## src/mix_slot_params.svh

```systemverilog
// register offsets, field positions, reset values and widths for the mix/slot block
`ifndef MIX_SLOT_PARAMS_SVH
`define MIX_SLOT_PARAMS_SVH
`define REG_IDX_MIX_CFG 4'hA
`define REG_IDX_CHAN1_SLOT_FIELD 4'hB
`define REG_IDX_CHAN2_SLOT_FIELD 4'hC
`define REG_IDX_CHAN3_SLOT_FIELD 4'hD
`define ADDR_LSB 2
`define ADDR_MSB 5
`define MIX_SEL_HI 7
`define MIX_SEL_LO 6
`define GAIN_SEL_HI 5
`define GAIN_SEL_LO 4
`define INVERT_BIT 3
`define SLOT_HI 5
`define SLOT_LO 0
`define MIX_SEL_RESET 2'h0
`define GAIN_SEL_RESET 2'h0
`define INVERT_RESET 1'h0
`define CHAN1_SLOT_FIELD_RESET 6'h00
`define CHAN2_SLOT_FIELD_RESET 6'h01
`define CHAN3_SLOT_FIELD_RESET 6'h02
`define SAMPLE_W 24
`define GAIN_SHIFT_M6 1
`define GAIN_SHIFT_M12 2
`define GAIN_SHIFT_M18 3
`define NUM_SLOT_CH 3
`endif

```

## src/mix_slot_pkg.sv

```systemverilog
// types shared by the mix/slot block
package mix_slot_pkg;
  typedef enum logic [1:0] {
    MIX_NONE = 2'b00,
    MIX_CH1 = 2'b01,
    MIX_CH2 = 2'b10,
    MIX_BOTH = 2'b11
  } mix_sel_t;
  typedef enum logic [1:0] {
    GAIN_0DB = 2'b00,
    GAIN_M6DB = 2'b01,
    GAIN_M12DB = 2'b10,
    GAIN_M18DB = 2'b11
  } gain_sel_t;
endpackage : mix_slot_pkg

```

## src/serial_input_mix_slot_map.sv

```systemverilog
// serial input mixing into channels 1 and 2 with slot assignment registers over apb
`timescale 1ns/1ps
`include "mix_slot_params.svh"
module serial_input_mix_slot_map
  import mix_slot_pkg::*;
#(
  parameter int SW = `SAMPLE_W
) (
  // clock and reset
  input wire logic pclk,
  input wire logic presetn,
  // apb slave
  input wire logic psel,
  input wire logic penable,
  input wire logic pwrite,
  input wire logic [11:0] paddr,
  input wire logic [31:0] pwdata,
  input wire logic [3:0] pstrb,
  output logic [31:0] prdata,
  output logic pready,
  output logic pslverr,
  // sample input: channel data and serial input pair
  input wire logic in_valid,
  output logic in_ready,
  input wire logic [SW-1:0] chan1_in,
  input wire logic [SW-1:0] chan2_in,
  input wire logic [SW-1:0] serial_in1,
  input wire logic [SW-1:0] serial_in2,
  // mixed sample output with slot positions
  output logic out_valid,
  input wire logic out_ready,
  output logic [SW-1:0] chan1_out,
  output logic [SW-1:0] chan2_out,
  output logic [5:0] chan1_slot,
  output logic [5:0] chan2_slot,
  output logic [5:0] chan3_slot,
  output logic chan1_right,
  output logic chan2_right,
  output logic chan3_right
);

  typedef struct packed {
    // configuration
    mix_sel_t mix_sel;
    gain_sel_t gain_sel;
    logic input_invert;
    logic [5:0] chan1_slot_field;
    logic [5:0] chan2_slot_field;
    logic [5:0] chan3_slot_field;
    // apb answer
    logic [31:0] prdata;
    logic pready;
    logic pslverr;
    // two-entry sample buffer
    logic [1:0][SW-1:0] buf_a;
    logic [1:0][SW-1:0] buf_b;
    logic [1:0] buf_full;
    logic rd_ptr;
    logic wr_ptr;
    // handshakes and output stage
    logic in_ready;
    logic out_valid;
    logic [SW-1:0] out_a;
    logic [SW-1:0] out_b;
  } state_t;

  state_t s_q;
  state_t s_d;
  localparam int NCH = `NUM_SLOT_CH;

  function automatic logic [SW-1:0] scale(input logic [SW-1:0] x, input gain_sel_t g,
                                          input logic inv);
    logic signed [SW-1:0] v;
    // each gain step is one bit of arithmetic shift, about 6 dB
    case (g)
      GAIN_M6DB: begin
        v = $signed(x) >>> `GAIN_SHIFT_M6;
      end
      GAIN_M12DB: begin
        v = $signed(x) >>> `GAIN_SHIFT_M12;
      end
      GAIN_M18DB: begin
        v = $signed(x) >>> `GAIN_SHIFT_M18;
      end
      default: begin
        v = $signed(x);
      end
    endcase
    if (inv) begin
      v = -v;
    end
    return v;
  endfunction : scale

  function automatic logic [SW-1:0] sat_add(input logic [SW-1:0] a, input logic [SW-1:0] b);
    logic signed [SW:0] sum;
    logic [SW-1:0] pos_full;
    logic [SW-1:0] neg_full;
    pos_full = {1'b0, {(SW-1){1'b1}}};
    neg_full = {1'b1, {(SW-1){1'b0}}};
    // one guard bit shows overflow; clamp instead of wrapping
    sum = $signed({a[SW-1], a}) + $signed({b[SW-1], b});
    if (sum[SW] && !sum[SW-1]) begin
      sat_add = neg_full;
    end else if (!sum[SW] && sum[SW-1]) begin
      sat_add = pos_full;
    end else begin
      sat_add = sum[SW-1:0];
    end
  endfunction : sat_add

  function automatic logic [31:0] mix_word(input mix_sel_t m, input gain_sel_t g,
                                           input logic inv);
    logic [31:0] w;
    // bits below the invert flag stay zero on reads
    w = 32'h0000_0000;
    w[`MIX_SEL_HI:`MIX_SEL_LO] = m;
    w[`GAIN_SEL_HI:`GAIN_SEL_LO] = g;
    w[`INVERT_BIT] = inv;
    return w;
  endfunction : mix_word

  logic [3:0] reg_idx;
  logic acc;
  logic addr_ok;
  logic hit_mix;
  logic hit_ch1;
  logic hit_ch2;
  logic hit_ch3;
  logic wr_en;
  logic in_fire;
  logic out_fire;
  logic add_a;
  logic add_b;
  logic [SW-1:0] in1s;
  logic [SW-1:0] in2s;
  logic [SW-1:0] src_b;
  logic [SW-1:0] mix_a;
  logic [SW-1:0] mix_b;
  logic [NCH-1:0][5:0] slot_vec;
  logic [NCH-1:0] right_vec;
  logic [NCH-1:0][31:0] slot_word;

  assign reg_idx = paddr[`ADDR_MSB:`ADDR_LSB];
  // one access per transfer: the registered pready closes the access phase
  assign acc = psel && penable && !s_q.pready;
  // bits above the register window and the byte offset must be zero for a hit
  assign addr_ok = (paddr[11:`ADDR_MSB+1] == '0) && (paddr[`ADDR_LSB-1:0] == '0);
  assign hit_mix = addr_ok && (reg_idx == `REG_IDX_MIX_CFG);
  assign hit_ch1 = addr_ok && (reg_idx == `REG_IDX_CHAN1_SLOT_FIELD);
  assign hit_ch2 = addr_ok && (reg_idx == `REG_IDX_CHAN2_SLOT_FIELD);
  assign hit_ch3 = addr_ok && (reg_idx == `REG_IDX_CHAN3_SLOT_FIELD);
  // only the low byte lane carries register bits
  assign wr_en = pwrite && pstrb[0];
  assign in_fire = in_valid && s_q.in_ready;
  assign out_fire = s_q.out_valid && out_ready;

  // per-channel slot fields; values 32 and up address the right half-frame
  assign slot_vec = {s_q.chan3_slot_field, s_q.chan2_slot_field, s_q.chan1_slot_field};
  for (genvar n = 0; n < NCH; n++) begin : g_slot
    assign right_vec[n] = slot_vec[n][`SLOT_HI];
    assign slot_word[n] = 32'(slot_vec[n]);
  end

  always_comb begin
    // input samples are scaled and optionally negated before the add
    in1s = scale(serial_in1, s_q.gain_sel, s_q.input_invert);
    in2s = scale(serial_in2, s_q.gain_sel, s_q.input_invert);
    add_a = 1'b0;
    add_b = 1'b0;
    src_b = in1s;
    case (s_q.mix_sel)
      MIX_CH1: begin
        add_a = 1'b1;
      end
      MIX_CH2: begin
        add_b = 1'b1;
      end
      MIX_BOTH: begin
        add_a = 1'b1;
        add_b = 1'b1;
        src_b = in2s;
      end
      default: begin
        add_a = 1'b0;
      end
    endcase
    mix_a = add_a ? sat_add(chan1_in, in1s) : chan1_in;
    mix_b = add_b ? sat_add(chan2_in, src_b) : chan2_in;
  end

  always_comb begin
    s_d = s_q;
    s_d.pready = acc;
    s_d.pslverr = 1'b0;
    if (acc) begin
      s_d.prdata = 32'h0000_0000;
      if (!addr_ok) begin
        s_d.pslverr = 1'b1;
      end else if (hit_mix) begin
        s_d.prdata = mix_word(s_q.mix_sel, s_q.gain_sel, s_q.input_invert);
        if (wr_en) begin
          s_d.mix_sel = mix_sel_t'(pwdata[`MIX_SEL_HI:`MIX_SEL_LO]);
          s_d.gain_sel = gain_sel_t'(pwdata[`GAIN_SEL_HI:`GAIN_SEL_LO]);
          s_d.input_invert = pwdata[`INVERT_BIT];
        end
      end else if (hit_ch1) begin
        s_d.prdata = slot_word[0];
        if (wr_en) begin
          s_d.chan1_slot_field = pwdata[`SLOT_HI:`SLOT_LO];
        end
      end else if (hit_ch2) begin
        s_d.prdata = slot_word[1];
        if (wr_en) begin
          s_d.chan2_slot_field = pwdata[`SLOT_HI:`SLOT_LO];
        end
      end else if (hit_ch3) begin
        s_d.prdata = slot_word[2];
        if (wr_en) begin
          s_d.chan3_slot_field = pwdata[`SLOT_HI:`SLOT_LO];
        end
      end else begin
        // unmapped register inside the window
        s_d.pslverr = 1'b1;
      end
    end

    // two-entry buffer: mixed samples in, output register drains it
    if (in_fire) begin
      s_d.buf_a[s_q.wr_ptr] = mix_a;
      s_d.buf_b[s_q.wr_ptr] = mix_b;
      s_d.buf_full[s_q.wr_ptr] = 1'b1;
      s_d.wr_ptr = !s_q.wr_ptr;
    end
    if (out_fire || !s_q.out_valid) begin
      s_d.out_valid = 1'b0;
      if (s_q.buf_full[s_q.rd_ptr]) begin
        s_d.out_a = s_q.buf_a[s_q.rd_ptr];
        s_d.out_b = s_q.buf_b[s_q.rd_ptr];
        s_d.out_valid = 1'b1;
        s_d.buf_full[s_q.rd_ptr] = 1'b0;
        s_d.rd_ptr = !s_q.rd_ptr;
      end
    end

    // ready looks at the entry that the next write will use
    s_d.in_ready = !s_d.buf_full[s_d.wr_ptr];
  end

  always_ff @(posedge pclk or negedge presetn) begin
    if (!presetn) begin
      s_q.prdata <= '0;
      s_q.pready <= 1'b0;
      s_q.pslverr <= 1'b0;
      s_q.buf_a <= '0;
      s_q.buf_b <= '0;
      s_q.buf_full <= '0;
      s_q.rd_ptr <= 1'b0;
      s_q.wr_ptr <= 1'b0;
      s_q.out_valid <= 1'b0;
      s_q.out_a <= '0;
      s_q.out_b <= '0;
      // configuration fields take their reset defaults
      s_q.mix_sel <= mix_sel_t'(`MIX_SEL_RESET);
      s_q.gain_sel <= gain_sel_t'(`GAIN_SEL_RESET);
      s_q.input_invert <= `INVERT_RESET;
      s_q.chan1_slot_field <= `CHAN1_SLOT_FIELD_RESET;
      s_q.chan2_slot_field <= `CHAN2_SLOT_FIELD_RESET;
      s_q.chan3_slot_field <= `CHAN3_SLOT_FIELD_RESET;
      s_q.in_ready <= 1'b1;
    end else begin
      s_q <= s_d;
    end
  end

  // every output below is a flip-flop of the state
  assign prdata = s_q.prdata;
  assign pready = s_q.pready;
  assign pslverr = s_q.pslverr;
  assign in_ready = s_q.in_ready;
  assign out_valid = s_q.out_valid;
  assign chan1_out = s_q.out_a;
  assign chan2_out = s_q.out_b;
  assign chan1_slot = s_q.chan1_slot_field;
  assign chan2_slot = s_q.chan2_slot_field;
  assign chan3_slot = s_q.chan3_slot_field;
  assign chan1_right = right_vec[0];
  assign chan2_right = right_vec[1];
  assign chan3_right = right_vec[2];

endmodule : serial_input_mix_slot_map

```

## config.mk

```make
export PLATFORM = sky130hd
export DESIGN_NAME = serial_input_mix_slot_map
export DESIGN_NICKNAME = d
export VERILOG_FILES = /design/src/mix_slot_pkg.sv /design/src/serial_input_mix_slot_map.sv
export VERILOG_INCLUDE_DIRS = /design/src
export SDC_FILE = /design/constraint.sdc
export NUM_CORES = 1
export LEC_CHECK = 0
export BUFFER_PORTS_ARGS = -buffer_cell sky130_fd_sc_hd__buf_2
export CAP_MARGIN = 20
export CORE_MARGIN = 2
export CORE_UTILIZATION = 30
export CTS_CLUSTER_SIZE = 28
export DETAILED_ROUTE_END_ITERATION = 16
export GPL_TIMING_DRIVEN = 0
export HOLD_SLACK_MARGIN = 0.03
export SLEW_MARGIN = 20
export SYNTH_ARGS = -nofsm -noshare
export SYNTH_HDL_FRONTEND = slang
export SYNTH_SLANG_ARGS = --single-unit
export TNS_END_PERCENT = 5
```

## constraint.sdc

```tcl
create_clock -name pclk -period 5.89 [get_ports pclk]
set_input_delay 0.2945 -clock pclk [delete_from_list [all_inputs] [get_ports pclk]]
set_output_delay 0.2945 -clock pclk [all_outputs]
set_load 0.05 [all_outputs]
```

==> impl_metrics.py <==
metrics = {
    "drt": {
        "drtIter0Drc": 940,
        "via_count": 12640,
        "wl_um": 46700,
        "wire_per_inst_um": 19.0,
        "drc": 0,
        "via_per_inst": 5.14,
        "dr.pass1.iters": 5,
        "antenna_left": 0,
    },
    "placement": {
        "portBuffers": 204,
        "hpwl_um": 37600,
        "dp_slack_ns": -0.775,
        "place_congestion": 0.934,
    },
    "global_route": {
        "grt_max_degree": 80,
        "antenna_found_initial": 8,
        "grt_pass1_vias": 12308,
        "gr-total-overflow": 0,
        "grt_util_all_layers_pct": 19.6,
        "grt_pass1_wl_um": 71600,
    },
    "critical_path": {
        "cp_num_buf_inv": 3,
        "reg2reg_to": "s_q[74]",
        "rrSetupSlack_ns": 0.26,
        "crit_path_start": "s_q[203]",
        "endpoint": "s_q[74]",
        "reg2reg_from": "s_q[203]",
        "cp_max_fo": 10,
        "ff2ff_path_depth": 19,
        "cp.arrival_ns": 6.01,
        "critical-path-slowest-cell": "mux4_2",
        "cp-end-kind": "flip-flop",
        "crit_chain": "buf_8 -> mux4_2 -> or4_1 -> or3_1 -> or3_4 -> o21ai_1 -> o21ai_1 -> a222oi_1 -> ha_2 -> a21oi_2 -> o21ai_0 -> nor2_1 -> a31oi_2 -> a31o_4 -> a211oi_4 -> buf_4 -> nand2_2 -> clkbuf_8 -> o21ai_0",
        "cpLargestDelayFamily": "compound AO/OA/AOI/OAI gates",
        "cp-start-kind": "flip-flop",
        "slowest_delay_ns": 0.55,
        "worstSetupPathType": "reg2reg",
        "required_ns": 6.27,
        "cp_num_cells": 19,
    },
    "clocking": {
        "clk_pin_slew_ns": 0.07,
        "numCtsBuffers": 17,
        "cts_tree": "done",
        "htreeDepth": 4,
        "cts_root_buf": "clkbuf_16",
        "clock_sinks": 183,
        "worstSkewPairLatency_ns": 0.47,
        "cts.path.max_buffers": 2,
    },
    "sta": {
        "maxSlewViolCount": 0,
        "rsz0062_at_grt": "false",
        "worstMarginPinSlew_ns": 1.12,
        "fmax_mhz": 178,
        "period_needed_ns": 5.63,
        "post-route-period-util_pct": 95.5,
        "setup_viol": 0,
        "hold_viol": 0,
        "skew_ns": 0.00834,
        "maxSlewHeadroom_pct": 25.5,
        "setup_slack_ns": 0.264,
        "finalSetupTns_ns": 0,
    },
    "pwr": {
        "p_sw_mw": 2.81,
        "leakagePower_nw": 7.15,
        "p_seq_share_pct": 32.1,
        "internal_power_mw": 3.54,
        "p_comb_share_pct": 48.0,
        "power_frac_clock_pct": 19.9,
        "ir_worst_vdd_mv": 0.229,
        "power_density_nw_per_um2": 379,
        "swShare_pct": 44.2,
    },
    "worst_hold_path": {
        "min_path_type": "in2reg",
    },
    "synth": {
        "synth-edff-count": 0,
        "seq_area_frac_synth_pct": 33.2,
        "async_flop_share_pct": 100,
        "yosysUniqueCellTypes": 65,
        "synthFlopType": "dfrtp_1",
        "syn_area_um2": 13800,
        "syn_area_per_cell_um2": 8.68,
        "ys_warn_count": 0,
        "ys_ff_latch": 183,
        "netlist_instances": 1589,
    },
    "floorplan": {
        "fp.dieW_um": 218,
        "die-area_um2": 47700,
        "fp.dieH_um": 218,
        "ios": 256,
        "core_um2": 45400,
        "rows": 78,
        "start_util_pct": 30.4,
    },
    "finish": {
        "synthToLayoutAreaGrowth_pct": 21.4,
        "drive_gt1_share_pct": 26.4,
        "fin_nets": 2046,
        "final_util_pct": 36.9,
    },
    "job": {
        "drv_cap": 0,
    },
    "outcome": {
        "status": "finished clean",
    },
}
==> cell usage after synthesis, drive strengths merged, types with 4 or more instances <==
cell / count / share of area, %
a211oi: 11 / 0.60
a21o: 18 / 0.98
a21oi: 122 / 4.4
a31oi: 26 / 1.2
and2: 6 / 0.27
and3: 10 / 0.45
buf: 118 / 6.1
clkbuf: 71 / 1.9
dfrtp: 180 / 33
ha: 53 / 4.8
inv: 26 / 0.71
mux2: 26 / 2.1
mux2i: 68 / 4.9
mux4: 39 / 6.4
nand2: 167 / 4.5
nand2b: 30 / 1.4
nand3: 15 / 0.54
nand4: 7 / 0.32
nor2: 124 / 3.4
nor2b: 12 / 0.54
nor3: 34 / 1.2
o2111ai: 4 / 0.25
o211ai: 15 / 0.82
o21a: 8 / 0.44
o21ai: 218 / 7.9
o21bai: 5 / 0.27
o22ai: 4 / 0.18
o31ai: 14 / 0.86
or2: 10 / 0.45
or3: 17 / 0.81
or4: 4 / 0.22
xnor2: 48 / 3.0
xor2: 31 / 2.0
==> worst min-delay path by stage <==
stage                          from      endpoint  slack [ns]  depth (start not counted)
after detailed placement    presetn      s_q[203]        0.19                          1
after floorplan             presetn  chan1_out[0]      -0.001                          0
after global routing      pwdata[6]      s_q[205]        0.05                          2
final                     pwdata[7]      s_q[206]        0.05                          3
after CTS                 pwdata[7]      s_q[206]        0.04                          3
after global placement    prdata[7]     prdata[7]        0.46                          2
==> metal layers <==
layer  GRT usage (%)  wire [µm]  up-vias
li1                -          -     6085
met1            25.3      20500     6082
met2            32.2      22100      400
met3            3.42       2580       67
met4            7.96       1550        6
met5               0         37        -
==> through the flow <==
stage          power [mW]  area (µm²)  instances  hold WS [ns]
6_report             6.35       16800       2458        0.0510
5_1_grt              6.76       16800       2456        0.0540
4_1_cts              6.35       16500       2453        0.0386
3_5_place_dp         5.07       15700       2418         0.191
3_3_place_gp         4.99       15700       2416         0.463
2_1_floorplan        4.22       13900       1612      -0.00109
==> layout by cell type, fill, tap and decap left out, types with 6 or more instances in the layout <==
cell type    n
clkbuf_1    56
buf_1       10
o21a_1       8
a211oi_1     9
ha_1        50
nor2b_1     12
or2_2        7
nand2b_1    29
buf_2      207
o21ai_1     34
o21ai_0    184
nand3_1     15
dfrtp_1    180
mux2_2      26
mux4_2      39
clkbuf_16   17
inv_1       26
o211ai_1    15
a31oi_1     25
a21oi_2      6
a21o_1      18
nand4_1      7
buf_4      107
nor3_1      13
nor2_1     124
or3_1       16
nor3_2      21
clkbuf_2     6
o31ai_1     13
a21oi_1    116
and3_1      10
xnor2_1     47
nand2_1    165
conb_1      24
xor2_1      30
mux2i_1     67
==> logic make-up after synthesis <==
family                     count (synthesis)  synth area share [%]
AOI/OAI and AO/OA                        476                  19.9
xor gates and xnor gates                  79                  5.01
adders and majority gates                 55                  5.10
buffers and inverters                    217                  8.77
DFF                                      183                  33.2
muxes                                    133                  13.4
other                                      1                0.0272
and+or+nand+nor                          445                  14.6
==> timing repair <==
item	4_1_cts	5_1_grt
resized for setup	25	68
pin swaps	2	6
hold endpoints to repair	33	0
setup buffers	2	5
setup endpoints to repair	93	92
hold buffers	1	0
==> power groups by stage <==
stage,Sequential (mW),Clock (mW),Combinational (mW)
finish,2.04,1.26,3.05
global route,2.10,1.33,3.33
CTS,2.04,1.28,3.03
detailed placement,2.06,0,3.00
global placement,2.04,0,2.95
floorplan,2.00,0,2.22
==> worst register-to-register path: stages (launching register included) <==
cell	delay, ns
dfrtp_1	0.41
buf_8	0.18
mux4_2	0.55
or4_1	0.53
or3_1	0.38
or3_4	0.40
o21ai_1	0.17
o21ai_1	0.08
a222oi_1	0.54
ha_2	0.44
a21oi_2	0.20
o21ai_0	0.15
nor2_1	0.14
a31oi_2	0.17
a31o_4	0.29
a211oi_4	0.19
buf_4	0.19
nand2_2	0.14
clkbuf_8	0.23
o21ai_0	0.18
==> registers in the layout, summed over array words and instances, names as in the netlist <==
name        count
prdata          8
pready          1
pslverr         1
chan1_slot      6
chan3_slot      6
in_ready        1
chan2_out      24
s_q           105
out_valid       1
chan1_out      24
chan2_slot      6
==> layout make-up <==
cell class | count | area, µm²
Inverter | 28 | 105
Antenna cell | 5 | 12.5
Timing Repair Buffer | 214 | 1150
Fill cell | 4713 | 28600
Sequential cell | 183 | 4580
Clock inverter | 11 | 164
Tap cell | 600 | 751
Buffer | 184 | 1150
Clock buffer | 21 | 460
Multi-Input combinational cell | 1212 | 8380
Note: power is estimated with default switching activity, not from simulation.
